### config.mk
export PLATFORM = sky130hd
export DESIGN_NAME = sfe_erase_ctrl
export DESIGN_NICKNAME = d
export VERILOG_FILES = /design/src/hw/sfe_pkg.sv /design/src/hw/sfe_erase_ctrl.sv
export VERILOG_INCLUDE_DIRS = /design/src /design/src/hw
export SDC_FILE = /design/constraint.sdc
export NUM_CORES = 1
export LEC_CHECK = 0
export ABC_AREA = 0
export BUFFER_PORTS_ARGS = -buffer_cell sky130_fd_sc_hd__buf_2
export CORE_MARGIN = 5
export CORE_UTILIZATION = 35
export DETAILED_ROUTE_END_ITERATION = 8
export PLACE_DENSITY_LB_ADDON = 0.05
export SLEW_MARGIN = 20
export SYNTH_ARGS = -nofsm -noshare
export SYNTH_HDL_FRONTEND = slang
export SYNTH_SLANG_ARGS = --single-unit
### constraint.sdc
create_clock -name i_clock -period 7.55 [get_ports i_clock]
set_clock_uncertainty 0.2 [all_clocks]
set_input_delay 1.51 -clock i_clock [delete_from_list [all_inputs] [get_ports i_clock]]
set_output_delay 1.51 -clock i_clock [all_outputs]
set_load 0.02 [all_outputs]
### src/hw/sfe_regs.svh
// Constants of the erase and power-down sequencer: opcodes, fields, timing
`ifndef SFE_REGS_SVH
`define SFE_REGS_SVH

// Opcodes, configurable per product
`define SFE_OP_ARM 8'h06
`define SFE_OP_DISARM 8'h04
`define SFE_OP_PAGE_CLR 8'hDB
`define SFE_OP_SUB_CLR 8'h20
`define SFE_OP_SEC_CLR 8'hD8
`define SFE_OP_ARRAY_CLR 8'hC7
`define SFE_OP_SLEEP 8'hB9
`define SFE_OP_WAKE 8'hAB
`define SFE_OP_LOCK_WR 8'hE5

// Frame lengths in serial bits
`define SFE_LEN_OP 6'd8
`define SFE_LEN_ADDR 6'd32
`define SFE_LEN_LOCK 6'd40
`define SFE_LEN_MAX 6'h3F

// Address fields after A23-A19 are dropped
`define SFE_ADDR_W 19
`define SFE_SEC_HI 18
`define SFE_SEC_LO 16
`define SFE_SUB_HI 15
`define SFE_SUB_LO 12
`define SFE_TOP_SECTOR 3'h7

// Lock byte fields
`define SFE_WL_BIT 0
`define SFE_LD_BIT 1
`define SFE_SUB_WL_BIT 2
`define SFE_SUB_LD_BIT 3
`define SFE_SUB_MODE_BIT 7

// Lock reset values
`define SFE_SEC_LOCK_RST 8'h00
`define SFE_SUB_LOCK_RST 16'h0000

// Timing
`define SFE_CLK_PERIOD_NS 4
`define SFE_SLEEP_ENTRY_NS 3000
`define SFE_SLEEP_ENTRY_CYC ((`SFE_SLEEP_ENTRY_NS + `SFE_CLK_PERIOD_NS - 1) / `SFE_CLK_PERIOD_NS)

`endif

### src/hw/sfe_pkg.sv
// Types of the erase and power-down sequencer
package sfe_pkg;
	typedef enum logic [1:0] {
		SFE_KIND_PAGE = 2'b00,
		SFE_KIND_SUB = 2'b01,
		SFE_KIND_SEC = 2'b10,
		SFE_KIND_ARRAY = 2'b11
	} sfe_kind_t;

	typedef enum logic [1:0] {
		SFE_ST_STANDBY = 2'b00,
		SFE_ST_BUSY = 2'b01,
		SFE_ST_SLEEP_WAIT = 2'b10,
		SFE_ST_SLEEP = 2'b11
	} sfe_state_t;
endpackage : sfe_pkg

### src/hw/sfe_erase_ctrl.sv
// Serial flash erase, area lock and deep power-down command sequencer
`timescale 1ns/1ps
`include "sfe_regs.svh"

// Behaviour
// - Top sector unlock clears unfrozen subsector locks
// - Locked area rejects modifying commands
// - Lock write applies lock, then freeze
// - Page erase fills page with FFh
// - Erase needs write-arm latch set
// - Address bits A23-A19 ignored
// - Select must rise on exact byte boundary
// - Select rise starts cycle, flag while running
// - No page erase on protected page
// - No subsector erase in protected sector
// - No sector erase if hardware protected
// - Erase rejected while any cycle active
// - Array erase is opcode only, fills FFh
// - Array erase ignored if anything protected
// - Reset pin aborts cycle, enters reset
// - Idle deselect gives standby; sleep from standby
// - Sleep opcode alone, enters after delay
// - Sleep ignores write, program, erase
// - Power-on always lands in standby
// - Sleep rejected while cycle active
// - Only wake command or reset pin leaves sleep
// - Lock byte: freeze b1, lock b0
// - Reset pulse clears all lock bits
module sfe_erase_ctrl import sfe_pkg::*; #(
	parameter int PAGE_CLEAR_US = 10000, // page_clear_time
	parameter int SUBSECTOR_CLEAR_US = 50000, // subsector_clear_time
	parameter int SECTOR_CLEAR_US = 100000, // sector_clear_time
	parameter int ARRAY_CLEAR_US = 400000 // array_clear_time
) (
	input wire logic i_clock, // 250 MHz system clock
	input wire logic i_sys_rst, // Power-on reset, sync, high
	input wire logic i_sel_n, // Select pin, low active
	input wire logic i_sclk, // Serial clock pin
	input wire logic i_serial_in_line, // Serial data pin
	input wire logic i_hw_reset_n, // Hardware reset pin, low active
	input wire logic [7:0] i_hw_prot_sector, // Hardware protected sectors
	input wire logic i_ext_cycle_busy, // Program or write cycle running
	output logic o_cycle_active_flag, // Erase cycle running
	output logic o_write_arm_latch, // Write-arm latch
	output logic o_standby, // Standby power mode
	output logic o_deep_sleep, // Deep power-down mode
	output logic o_erase_go, // Pulse: array must fill region with FFh
	output logic [1:0] o_erase_kind, // Region size of erase
	output logic [18:0] o_erase_addr, // Any address in the region
	output logic o_erase_done, // Pulse: erase cycle finished
	output logic [7:0] o_area_write_lock, // Sector write locks
	output logic [7:0] o_area_freeze_bit, // Sector freeze bits
	output logic [15:0] o_sub_write_lock, // Top sector subsector locks
	output logic [15:0] o_sub_freeze_bit // Top sector subsector freezes
);
	// Cycle counts of each erase kind, at least one cycle
	localparam int PAGE_CYC = PAGE_CLEAR_US * 1000 / `SFE_CLK_PERIOD_NS;
	localparam int SUB_CYC = SUBSECTOR_CLEAR_US * 1000 / `SFE_CLK_PERIOD_NS;
	localparam int SEC_CYC = SECTOR_CLEAR_US * 1000 / `SFE_CLK_PERIOD_NS;
	localparam int ARRAY_CYC = ARRAY_CLEAR_US * 1000 / `SFE_CLK_PERIOD_NS;

	// Turns a cycle count into a counter preload
	function automatic logic [31:0] preload(input int cyc);
		preload = (cyc > 1) ? 32'(cyc - 1) : 32'h0000_0000;
	endfunction : preload

	// Sector index of an address
	function automatic logic [2:0] sector_of(input logic [18:0] addr);
		sector_of = addr[`SFE_SEC_HI:`SFE_SEC_LO];
	endfunction : sector_of

	// Pin synchronisers
	logic sel_meta_reg, sel_sync_reg, sel_prev_reg;
	logic clk_meta_reg, clk_sync_reg, clk_prev_reg;
	logic din_meta_reg, din_sync_reg;
	logic rst_meta_reg, rst_sync_reg;

	// Frame capture
	logic [39:0] shift_reg;
	logic [5:0] bit_cnt_reg;

	// Sequencer
	sfe_state_t state_reg;
	logic [31:0] cyc_cnt_reg;
	logic arm_reg;
	logic [7:0] sec_wl_reg, sec_ld_reg;
	logic [15:0] sub_wl_reg, sub_ld_reg;

	// Decode of the finished frame
	logic hw_rst, sel_rise, sel_fall, sclk_rise, busy;
	logic [7:0] op_8, op_32, op_40, lock_data;
	logic [18:0] addr_32, addr_40;
	logic [2:0] sec_32, sec_40;
	logic [3:0] sub_32, sub_40;
	logic area_locked, sub_locked, sec_locked, any_locked;
	logic do_arm, do_disarm, do_sleep, do_wake, do_lock_wr;
	logic do_page, do_sub, do_sec, do_array;

	// Two flops on every pin; only the second flop is read
	always_ff @(posedge i_clock) begin
		if (i_sys_rst) begin
			sel_meta_reg <= 1'b1;
			sel_sync_reg <= 1'b1;
			clk_meta_reg <= 1'b0;
			clk_sync_reg <= 1'b0;
			din_meta_reg <= 1'b0;
			din_sync_reg <= 1'b0;
			rst_meta_reg <= 1'b1;
			rst_sync_reg <= 1'b1;
		end else begin
			sel_meta_reg <= i_sel_n;
			sel_sync_reg <= sel_meta_reg;
			clk_meta_reg <= i_sclk;
			clk_sync_reg <= clk_meta_reg;
			din_meta_reg <= i_serial_in_line;
			din_sync_reg <= din_meta_reg;
			rst_meta_reg <= i_hw_reset_n;
			rst_sync_reg <= rst_meta_reg;
		end
	end

	// Edge history for select and serial clock
	always_ff @(posedge i_clock) begin
		if (i_sys_rst) begin
			sel_prev_reg <= 1'b1;
			clk_prev_reg <= 1'b0;
		end else begin
			sel_prev_reg <= sel_sync_reg;
			clk_prev_reg <= clk_sync_reg;
		end
	end

	assign hw_rst = ~rst_sync_reg;
	assign sel_rise = sel_sync_reg & ~sel_prev_reg;
	assign sel_fall = ~sel_sync_reg & sel_prev_reg;
	assign sclk_rise = clk_sync_reg & ~clk_prev_reg & ~sel_sync_reg;
	assign busy = (state_reg == SFE_ST_BUSY) | i_ext_cycle_busy;

	// Bits shift in on serial clock rise; count saturates so long frames fail
	always_ff @(posedge i_clock) begin
		if (i_sys_rst || hw_rst) begin
			shift_reg <= 40'h00_0000_0000;
			bit_cnt_reg <= 6'h00;
		end else if (sel_fall) begin
			bit_cnt_reg <= 6'h00;
		end else if (sclk_rise) begin
			shift_reg <= {shift_reg[38:0], din_sync_reg};
			if (bit_cnt_reg != `SFE_LEN_MAX) begin
				bit_cnt_reg <= bit_cnt_reg + 6'h01;
			end
		end
	end

	// Field views for each legal frame length
	assign op_8 = shift_reg[7:0];
	assign op_32 = shift_reg[31:24];
	assign op_40 = shift_reg[39:32];
	assign addr_32 = shift_reg[18:0];
	assign addr_40 = shift_reg[26:8];
	assign lock_data = shift_reg[7:0];
	assign sec_32 = sector_of(addr_32);
	assign sec_40 = sector_of(addr_40);
	assign sub_32 = addr_32[`SFE_SUB_HI:`SFE_SUB_LO];
	assign sub_40 = addr_40[`SFE_SUB_HI:`SFE_SUB_LO];

	// Protection of the addressed area; top sector lock covers its subsectors
	assign area_locked = sec_wl_reg[sec_32] | i_hw_prot_sector[sec_32];
	assign sub_locked = area_locked | ((sec_32 == `SFE_TOP_SECTOR) & sub_wl_reg[sub_32]);
	assign sec_locked = area_locked | ((sec_32 == `SFE_TOP_SECTOR) & (|sub_wl_reg));
	assign any_locked = (|i_hw_prot_sector) | (|sec_wl_reg) | (|sub_wl_reg);

	// Command acceptance at select rise, exact length only
	always_comb begin
		do_arm = 1'b0;
		do_disarm = 1'b0;
		do_sleep = 1'b0;
		do_wake = 1'b0;
		do_lock_wr = 1'b0;
		do_page = 1'b0;
		do_sub = 1'b0;
		do_sec = 1'b0;
		do_array = 1'b0;
		if (sel_rise && !hw_rst) begin
			if (state_reg == SFE_ST_SLEEP) begin
				do_wake = (bit_cnt_reg == `SFE_LEN_OP) && (op_8 == `SFE_OP_WAKE);
			end else if (state_reg == SFE_ST_STANDBY && !i_ext_cycle_busy) begin
				if (bit_cnt_reg == `SFE_LEN_OP) begin
					do_arm = (op_8 == `SFE_OP_ARM);
					do_disarm = (op_8 == `SFE_OP_DISARM);
					do_sleep = (op_8 == `SFE_OP_SLEEP);
					do_array = (op_8 == `SFE_OP_ARRAY_CLR) && arm_reg && !any_locked;
				end else if (bit_cnt_reg == `SFE_LEN_ADDR && arm_reg) begin
					do_page = (op_32 == `SFE_OP_PAGE_CLR) && !sub_locked;
					do_sub = (op_32 == `SFE_OP_SUB_CLR) && !sub_locked;
					do_sec = (op_32 == `SFE_OP_SEC_CLR) && !sec_locked;
				end else if (bit_cnt_reg == `SFE_LEN_LOCK && arm_reg) begin
					do_lock_wr = (op_40 == `SFE_OP_LOCK_WR);
				end
			end
		end
	end

	// Cycle state: busy, sleep entry wait, sleep; reset pin aborts all
	always_ff @(posedge i_clock) begin
		if (i_sys_rst) begin
			state_reg <= SFE_ST_STANDBY;
			cyc_cnt_reg <= 32'h0000_0000;
		end else if (hw_rst) begin
			state_reg <= SFE_ST_STANDBY;
			cyc_cnt_reg <= 32'h0000_0000;
		end else begin
			case (state_reg)
				SFE_ST_STANDBY: begin
					if (do_page) begin
						state_reg <= SFE_ST_BUSY;
						cyc_cnt_reg <= preload(PAGE_CYC);
					end else if (do_sub) begin
						state_reg <= SFE_ST_BUSY;
						cyc_cnt_reg <= preload(SUB_CYC);
					end else if (do_sec) begin
						state_reg <= SFE_ST_BUSY;
						cyc_cnt_reg <= preload(SEC_CYC);
					end else if (do_array) begin
						state_reg <= SFE_ST_BUSY;
						cyc_cnt_reg <= preload(ARRAY_CYC);
					end else if (do_sleep) begin
						state_reg <= SFE_ST_SLEEP_WAIT;
						cyc_cnt_reg <= preload(`SFE_SLEEP_ENTRY_CYC);
					end
				end
				SFE_ST_BUSY, SFE_ST_SLEEP_WAIT: begin
					// New frames are ignored here, the count runs undisturbed
					if (cyc_cnt_reg == 32'h0000_0000) begin
						state_reg <= (state_reg == SFE_ST_BUSY) ? SFE_ST_STANDBY
							: SFE_ST_SLEEP;
					end else begin
						cyc_cnt_reg <= cyc_cnt_reg - 32'h0000_0001;
					end
				end
				SFE_ST_SLEEP: begin
					if (do_wake) begin
						state_reg <= SFE_ST_STANDBY;
					end
				end
				default: begin
					state_reg <= SFE_ST_STANDBY;
				end
			endcase
		end
	end

	// Erase request to the array, one pulse per accepted erase
	always_ff @(posedge i_clock) begin
		if (i_sys_rst || hw_rst) begin
			o_erase_go <= 1'b0;
			o_erase_kind <= SFE_KIND_PAGE;
			o_erase_addr <= 19'h0_0000;
			o_erase_done <= 1'b0;
		end else begin
			o_erase_go <= do_page | do_sub | do_sec | do_array;
			o_erase_done <= (state_reg == SFE_ST_BUSY) && (cyc_cnt_reg == 32'h0000_0000);
			if (do_page | do_sub | do_sec | do_array) begin
				o_erase_addr <= do_array ? 19'h0_0000 : addr_32;
				o_erase_kind <= do_page ? SFE_KIND_PAGE : do_sub ? SFE_KIND_SUB
					: do_sec ? SFE_KIND_SEC : SFE_KIND_ARRAY;
			end
		end
	end

	// Write-arm latch; cleared as the cycle starts, well before it ends
	always_ff @(posedge i_clock) begin
		if (i_sys_rst || hw_rst) begin
			arm_reg <= 1'b0;
		end else if (do_arm) begin
			arm_reg <= 1'b1;
		end else if (do_disarm || do_lock_wr || o_erase_go) begin
			arm_reg <= 1'b0;
		end
	end

	// Area locks: write lock applied first, freeze second; freeze is sticky
	always_ff @(posedge i_clock) begin
		if (i_sys_rst || hw_rst) begin
			sec_wl_reg <= `SFE_SEC_LOCK_RST;
			sec_ld_reg <= `SFE_SEC_LOCK_RST;
			sub_wl_reg <= `SFE_SUB_LOCK_RST;
			sub_ld_reg <= `SFE_SUB_LOCK_RST;
		end else if (do_lock_wr) begin
			if (lock_data[`SFE_SUB_MODE_BIT] && sec_40 == `SFE_TOP_SECTOR) begin
				// Single subsector of the top sector
				if (!sub_ld_reg[sub_40]) begin
					sub_wl_reg[sub_40] <= lock_data[`SFE_SUB_WL_BIT];
				end
				sub_ld_reg[sub_40] <= sub_ld_reg[sub_40] | lock_data[`SFE_SUB_LD_BIT];
			end else begin
				if (!sec_ld_reg[sec_40]) begin
					sec_wl_reg[sec_40] <= lock_data[`SFE_WL_BIT];
					if (sec_40 == `SFE_TOP_SECTOR && !lock_data[`SFE_WL_BIT]) begin
						sub_wl_reg <= sub_wl_reg & sub_ld_reg;
					end
				end
				sec_ld_reg[sec_40] <= sec_ld_reg[sec_40] | lock_data[`SFE_LD_BIT];
				if (sec_40 == `SFE_TOP_SECTOR && lock_data[`SFE_LD_BIT]) begin
					sub_ld_reg <= 16'hFFFF;
				end
			end
		end
	end

	// Registered status; lags the state by one clock
	always_ff @(posedge i_clock) begin
		if (i_sys_rst) begin
			o_cycle_active_flag <= 1'b0;
			o_write_arm_latch <= 1'b0;
			o_standby <= 1'b1;
			o_deep_sleep <= 1'b0;
		end else begin
			o_cycle_active_flag <= (state_reg == SFE_ST_BUSY);
			o_write_arm_latch <= arm_reg;
			o_standby <= sel_sync_reg && !busy && (state_reg == SFE_ST_STANDBY);
			o_deep_sleep <= (state_reg == SFE_ST_SLEEP);
		end
	end

	// Lock state visible to the program and status logic
	always_ff @(posedge i_clock) begin
		if (i_sys_rst) begin
			o_area_write_lock <= `SFE_SEC_LOCK_RST;
			o_area_freeze_bit <= `SFE_SEC_LOCK_RST;
			o_sub_write_lock <= `SFE_SUB_LOCK_RST;
			o_sub_freeze_bit <= `SFE_SUB_LOCK_RST;
		end else begin
			o_area_write_lock <= sec_wl_reg;
			o_area_freeze_bit <= sec_ld_reg;
			o_sub_write_lock <= sub_wl_reg;
			o_sub_freeze_bit <= sub_ld_reg;
		end
	end
endmodule : sfe_erase_ctrl

==> results of run 1 <==
[worst reg2reg max path, stage by stage, from the launching register on]
cell      delay (ns)
dfxtp_1         0.35
inv_1           0.09
ha_1            0.30
nor3b_2         0.35
nand2_1         0.13
or4_1           0.75
nor3_4          0.74
nor4b_4         0.86
a211oi_1        0.17
[report_power, final]
group	internal, uW	switching [uW]	total, uW
Combinational	9.40	31.1	40.5
Clock	809	492	1300
Sequential	1130	1.35	1130
Total	1950	525	2480
[final timing paths]
| path | slack (ns) | end | start |
|---|---|---|---|
| worst max register to register | 3.44 | sub_ld_reg[12] | state_reg[0] |
| worst max-delay path | 3.12 | sub_ld_reg[12] | i_ext_cycle_busy |
| worst min-delay path | 0.21 | sel_sync_reg | sel_meta_reg |
| worst min register to register | 0.21 | sel_sync_reg | sel_meta_reg |
[routing by layer]
layer,vias up,routed length [um]
li1,3888,-
met1,3648,13800
met2,162,11000
met3,23,1380
met4,0,263
met5,-,0
[metrics by stage]
stage	hold WS [ns]	cell area [um^2]
2_1_floorplan	0.189	9170
3_3_place_gp	0.195	9810
3_5_place_dp	0.194	9820
4_1_cts	0.206	10700
5_1_grt	0.215	10700
6_report	0.206	10700
[placed cells by master (no fill, tap or decap), types with 4 or more instances in the layout]
cell type / Yosys / layout
nand3_1: 13 / 13
or3_1: 8 / 8
and3_1: 5 / 5
nand4_1: 16 / 16
clkbuf_16: 0 / 27
mux4_2: 7 / 7
a211oi_1: 21 / 21
o211ai_1: 18 / 18
o21ai_0: 53 / 53
nor2_1: 67 / 65
a22o_1: 15 / 15
clkinv_2: 0 / 8
a311oi_1: 6 / 6
a31oi_1: 8 / 8
nor3_1: 19 / 19
or2_2: 12 / 12
a21oi_1: 107 / 107
mux2i_1: 15 / 15
nand2b_1: 8 / 7
nor4b_1: 4 / 4
o2111ai_1: 5 / 5
clkbuf_8: 0 / 6
nor2b_1: 61 / 60
nor4_1: 20 / 19
ha_1: 7 / 7
or4_1: 5 / 5
nand2_1: 161 / 161
mux2_2: 4 / 4
inv_1: 15 / 15
o31ai_1: 17 / 17
buf_2: 9 / 89
buf_4: 0 / 8
dfxtp_1: 214 / 214
[cell type report]
type,count,share of cell area [%]
clock buffers,36,7.17
clock inverters,11,1.21
inverters,15,0.524
multi-input cells,753,42.6
flip-flops and latches,214,39.9
well taps,335,3.90
repair buffers,97,4.71
[cell families (layout without fill, tap and decap cells)]
family / after synthesis / count (layout) / share of synthesized area, %
and+or+nand+nor: 430 / 430 / 24.0
AOI/OAI and AO/OA: 282 / 282 / 19.4
DFF: 214 / 214 / 46.7
buffers and inverters: 87 / 159 / 3.93
muxes: 28 / 28 / 4.42
adders and majority gates: 7 / 7 / 0.955
xor gates and xnor gates: 6 / 6 / 0.573
==> out/metrics.yaml, run 1 <==
status: "completed"
cp.depth: 7
grt_busiest_layer: "met1"
setup_viol: 0
power.density_mw_per_mm2: 231
dieHeight_um: 172
clock_sinks: 214
routed_wl_um: 26500
port_buffers: 89
grt_util_met3_pct: 2.90
ant_nets: 0
grt_max_degree: 80
drive_gt1_share_pct: 16.3
cp.arrival_ns: 4.59
diodes: 0
cp_cell_sequence: "buf_2 > nor3b_2 > nand2_1 > or4_1 > nor3_4 > nor4b_4 > a211oi_1"
cp-end-kind: "flop"
overflow: 0
layout-area-overhead-vs-synth_pct: 17.1
grt_util_all_layers_pct: 17.7
synth_nets: 1076
htree_num_levels: 1
synth_top_area_share_pct: 46.7
drt-vias-per-instance: 5.28
ir_drop_uv: 145
clockBufferDepth: 3
multi_input_comb_area_mm2: 0.00457
path_max_fanout: 17
fmax_mhz: 226
min_period_over_period_pct: 58.7
start_kind: "input pin"
io_pins: 90
syn_area_mm2: 0.00917
fin_setup_tns_ns: 0
required_ns: 7.71
place_congestion: 0.786
crit_buf_inv: 1
grt_pass1_wl_um: 42400
seq_area_mm2: 0.00428
fin_cells: 1461
yosysWarnings: 0
netlist_instances: 1054
coreArea_mm2: 0.0259
cp_slowest_cell: "nor4b_4"
cp_top_family: "simple AND/OR/NAND/NOR gates"
drt_iter0_drc: 533
grt_setup_unrepaired: "false"
max_stage_delay_ns: 0.85
post-cts-setup-buffers: 0
dp_slack_ns: 2.62
hold-path-cell-count: 1
worstMarginPinSlew_ns: 1.07
fillCellCount: 2586
cts_buffers: 26
synth.avg_cell_area_um2: 8.70
holdBufCountCts: 0
finalNetCount: 1129
ys_ff_latch: 214
largest_reg_flops: 40
timing.max_cap.violations: 0
yosys-top-cells-area: "dfxtp_1 (47%), nand2_1 (6.6%), a21oi_1 (5.8%)"
p_leak_uw: 0.00410
critical_path_class: "in -> reg"
start_util_pct: 35.4
synth_edf_count: 0
vias: 7721
hold_viol: 0
die_w_um: 172
slew_violations: 0
dpl.cell_count: 1414
yosys-top-cells-count: "dfxtp_1 (214), nand2_1 (161), a21oi_1 (107)"
synth.largest_area_cell: "dfxtp_1"
use_met2_pct: 26.0
synth_ff_type: "dfxtp_1"
power_uw: 2480
drt-pass1-iter-count: 5
cts-root-buf: "clkbuf_16"
wl_per_cell_um: 18.1
async_reset_ff_share_pct: 0
clk_latency_ns: 0.53
yosysUniqueCellTypes: 73
rr_worst_depth: 8
ys_seq_area_share_pct: 46.7
hp-class: "reg -> reg"
route.detailed.drc: 0
rows: 59
cts_tree: "yes"
dpl.hpwl_um: 17800
grt_pass1_vias: 7375
antenna_found_initial: 0
grt_util_met1_pct: 27.3
setup_slack_ns: 3.12
layout_min_cycle_time_ns: 4.43
path_clk_slew_ns: 0.06
cts_resized: 0
final_core_utilization_pct: 41.4
design.die.area_mm2: 0.0295
synth_most_common_cell: "dfxtp_1"
slew_headroom_pct: 28.4
Note: power is estimated with default switching activity, not from simulation.
==> run 2: changes to the inputs <==
clock period = 4.5 ns   (was 7.55 ns; I/O delays follow)
==> run 2 against run 1 <==
  * Utilization grew 0.39 points
  * Routed wire length increased by 1.8%
  * Clock power up 77%
  * Power rose by 73%
  * Count of clock-buffer cells in the layout down 4
  * Sequential power increased by 68%
  * Hold slack gained 0.0069 ns
  * Combinational power grew 69%
  * Non-clock buffer count up 12
==> out/metrics.yaml, run 2 (synthesized netlist as in run 1, its figures left out) <==
grt_busiest_layer: "met1"
status: "completed"
required_ns: 4.74  # -2.97 ns
die_w_um: 172  # unchanged
cp.arrival_ns: 3.94  # -0.65 ns
setup_viol: 0  # unchanged
cts_tree: "yes"
p_switching_uw: 890  # +70%
antenna_found_initial: 0  # unchanged
diodes: 0  # unchanged
drt-pass1-iter-count: 5  # unchanged
vias: 7801  # +1.0%
layout-area-overhead-vs-synth_pct: 18.2
clock_sinks: 214  # unchanged
grt_pass1_wl_um: 43000  # +1.3%
htree_num_levels: 1  # unchanged
fin_setup_tns_ns: 0  # unchanged
ir_drop_uv: 269  # +86%
drt_iter0_drc: 561  # +5.3%
finalNetCount: 1141  # +1.1%
seqPwrFrac_pct: 44.5  # -1.3 points
dieHeight_um: 172  # unchanged
min_to: "sel_sync_reg"
grt_setup_unrepaired: "false"
critical_path_class: "reg -> reg"
rr_worst_depth: 9  # +1
timing.max_cap.violations: 0  # unchanged
p_int_uw: 3380  # +73%
io_pins: 90  # unchanged
power_frac_comb_pct: 1.6  # about the same
fmax_mhz: 270
final_cell_mix: "dfxtp_1 (214), nand2_1 (161), a21oi_1 (107)"
grt_util_met1_pct: 27.7  # +0.39 points
clockBufferDepth: 3  # unchanged
worstMarginPinSlew_ns: 0.930  # -0.143 ns
place_congestion: 0.813  # +3.4%
path_clk_slew_ns: 0.06  # about the same
coreArea_mm2: 0.0259  # unchanged
largest_reg_flops: 40  # unchanged
path_max_fanout: 17  # unchanged
wl_per_cell_um: 18.3  # +0.93%
grt_util_all_layers_pct: 18.1  # +0.40 points
use_met2_pct: 27.1  # +1.1 points
routed_wl_um: 26900  # +1.8%
clkPwrFrac_pct: 53.9  # +1.3 points
swShare_pct: 20.8  # -0.37 points
slew_violations: 0  # unchanged
power.density_mw_per_mm2: 394  # +71%
start_util_pct: 35.4  # unchanged
layout_min_cycle_time_ns: 3.70
rrSetupSlack_ns: 0.80  # -2.64 ns
post-cts-setup-buffers: 0  # unchanged
drt-vias-per-instance: 5.30  # +0.21%
p_leak_uw: 0.00415  # +1.2%
grt_max_degree: 65  # -19%
slew_headroom_pct: 37.7  # +9.2 points
design.die.area_mm2: 0.0295  # unchanged
min_period_over_period_pct: 82.2
rows: 59  # unchanged
cts_resized: 0  # unchanged
dpl.hpwl_um: 18400  # +2.8%
hold-path-cell-count: 1  # unchanged
final_common_cell: "dfxtp_1"
drive_gt1_share_pct: 17.0  # +0.71 points
r2r-start: "state_reg[0]"
min_from: "sel_meta_reg"
start_kind: "flop"
cts_buffers: 26  # unchanged
clk_latency_ns: 0.53  # about the same
finalHoldWorstSlack_ns: 0.213  # +0.00692 ns
route.detailed.drc: 0  # unchanged
port_buffers: 89  # unchanged
final_core_utilization_pct: 41.8  # +0.39 points
overflow: 0  # unchanged
cts-root-buf: "clkbuf_16"
ant_nets: 0  # unchanged
hp-class: "reg -> reg"
r2r_end: "sub_wl_reg[11]"
holdBufCountCts: 0  # unchanged
cp-end-kind: "flop"
grt_util_met3_pct: 2.67  # -0.23 points
grt_pass1_vias: 7456  # +1.1%
hold_viol: 0  # unchanged
==> run 2: cell types whose count changed in the layout (fill, tap and decap cells not counted), sizes merged <==
cell and delta:
buf +12, clkbuf -4, bufinv +3, clkinvlp +2, clkinv -1
==> run 2: worst max path at each step <==
stage               depth (start not counted)  slack (ns)                to        startpoint
floorplan                                   8        1.27    sub_ld_reg[10]  i_ext_cycle_busy
global placement                            8        0.63     sub_wl_reg[8]  i_ext_cycle_busy
detailed placement                          8        0.57    sub_wl_reg[11]  i_ext_cycle_busy
CTS                                         9        0.80    sub_wl_reg[11]      state_reg[0]
global route                                9        0.48  o_erase_addr[10]      state_reg[1]
finish                                      9        0.80    sub_wl_reg[11]      state_reg[0]
==> run 2: power groups by stage <==
stage / Clock [uW] / Sequential [uW] / Combinational, uW
final: 2300 / 1900 / 68.4
after global routing: 2450 / 1900 / 76.3
after CTS: 2360 / 1900 / 70.6
after detailed placement: 0 / 1940 / 70.7
after global placement: 0 / 1940 / 69.9
after floorplan: 0 / 1940 / 43.4
==> run 2: stage by stage <==
| stage | instance area (um^2) | instances | power, uW | worst slack (ns) |
|---|---|---|---|---|
| after global routing | 10800 | 1473 | 4430 | 0.479 |
| after detailed placement | 9890 | 1426 | 2010 | 0.571 |
| after floorplan | 9170 | 1054 | 1990 | 1.27 |
| after CTS | 10800 | 1473 | 4330 | 0.804 |
| after global placement | 9890 | 1426 | 2010 | 0.629 |
| final | 10800 | 1473 | 4270 | 0.800 |
==> run 2: layout make-up <==
type	count	area [um^2]
multi-input combinational	753	4540
fill	2606	15100
sequential	214	4280
inverter	15	56.3
clock buffer	32	714
tap	335	419
timing repair buffer	109	596
clock inverter	15	230
==> run 2: critical path, stage by stage (launching register included) <==
cell	delay (ns)
dfxtp_1	0.34
inv_1	0.09
ha_1	0.34
nor3b_2	0.35
nand2_1	0.14
or4_1	0.74
nor2_1	0.19
o21ai_2	0.23
or3_1	0.67
o31ai_1	0.31
==> run 2: metal layers <==
layer	part of all wire, %	up-vias	wire, um
li1	-	3934	-
met1	51	3636	13700
met2	42	200	11400
met3	5.2	31	1400
met4	1.5	0	405
met5	0	-	0
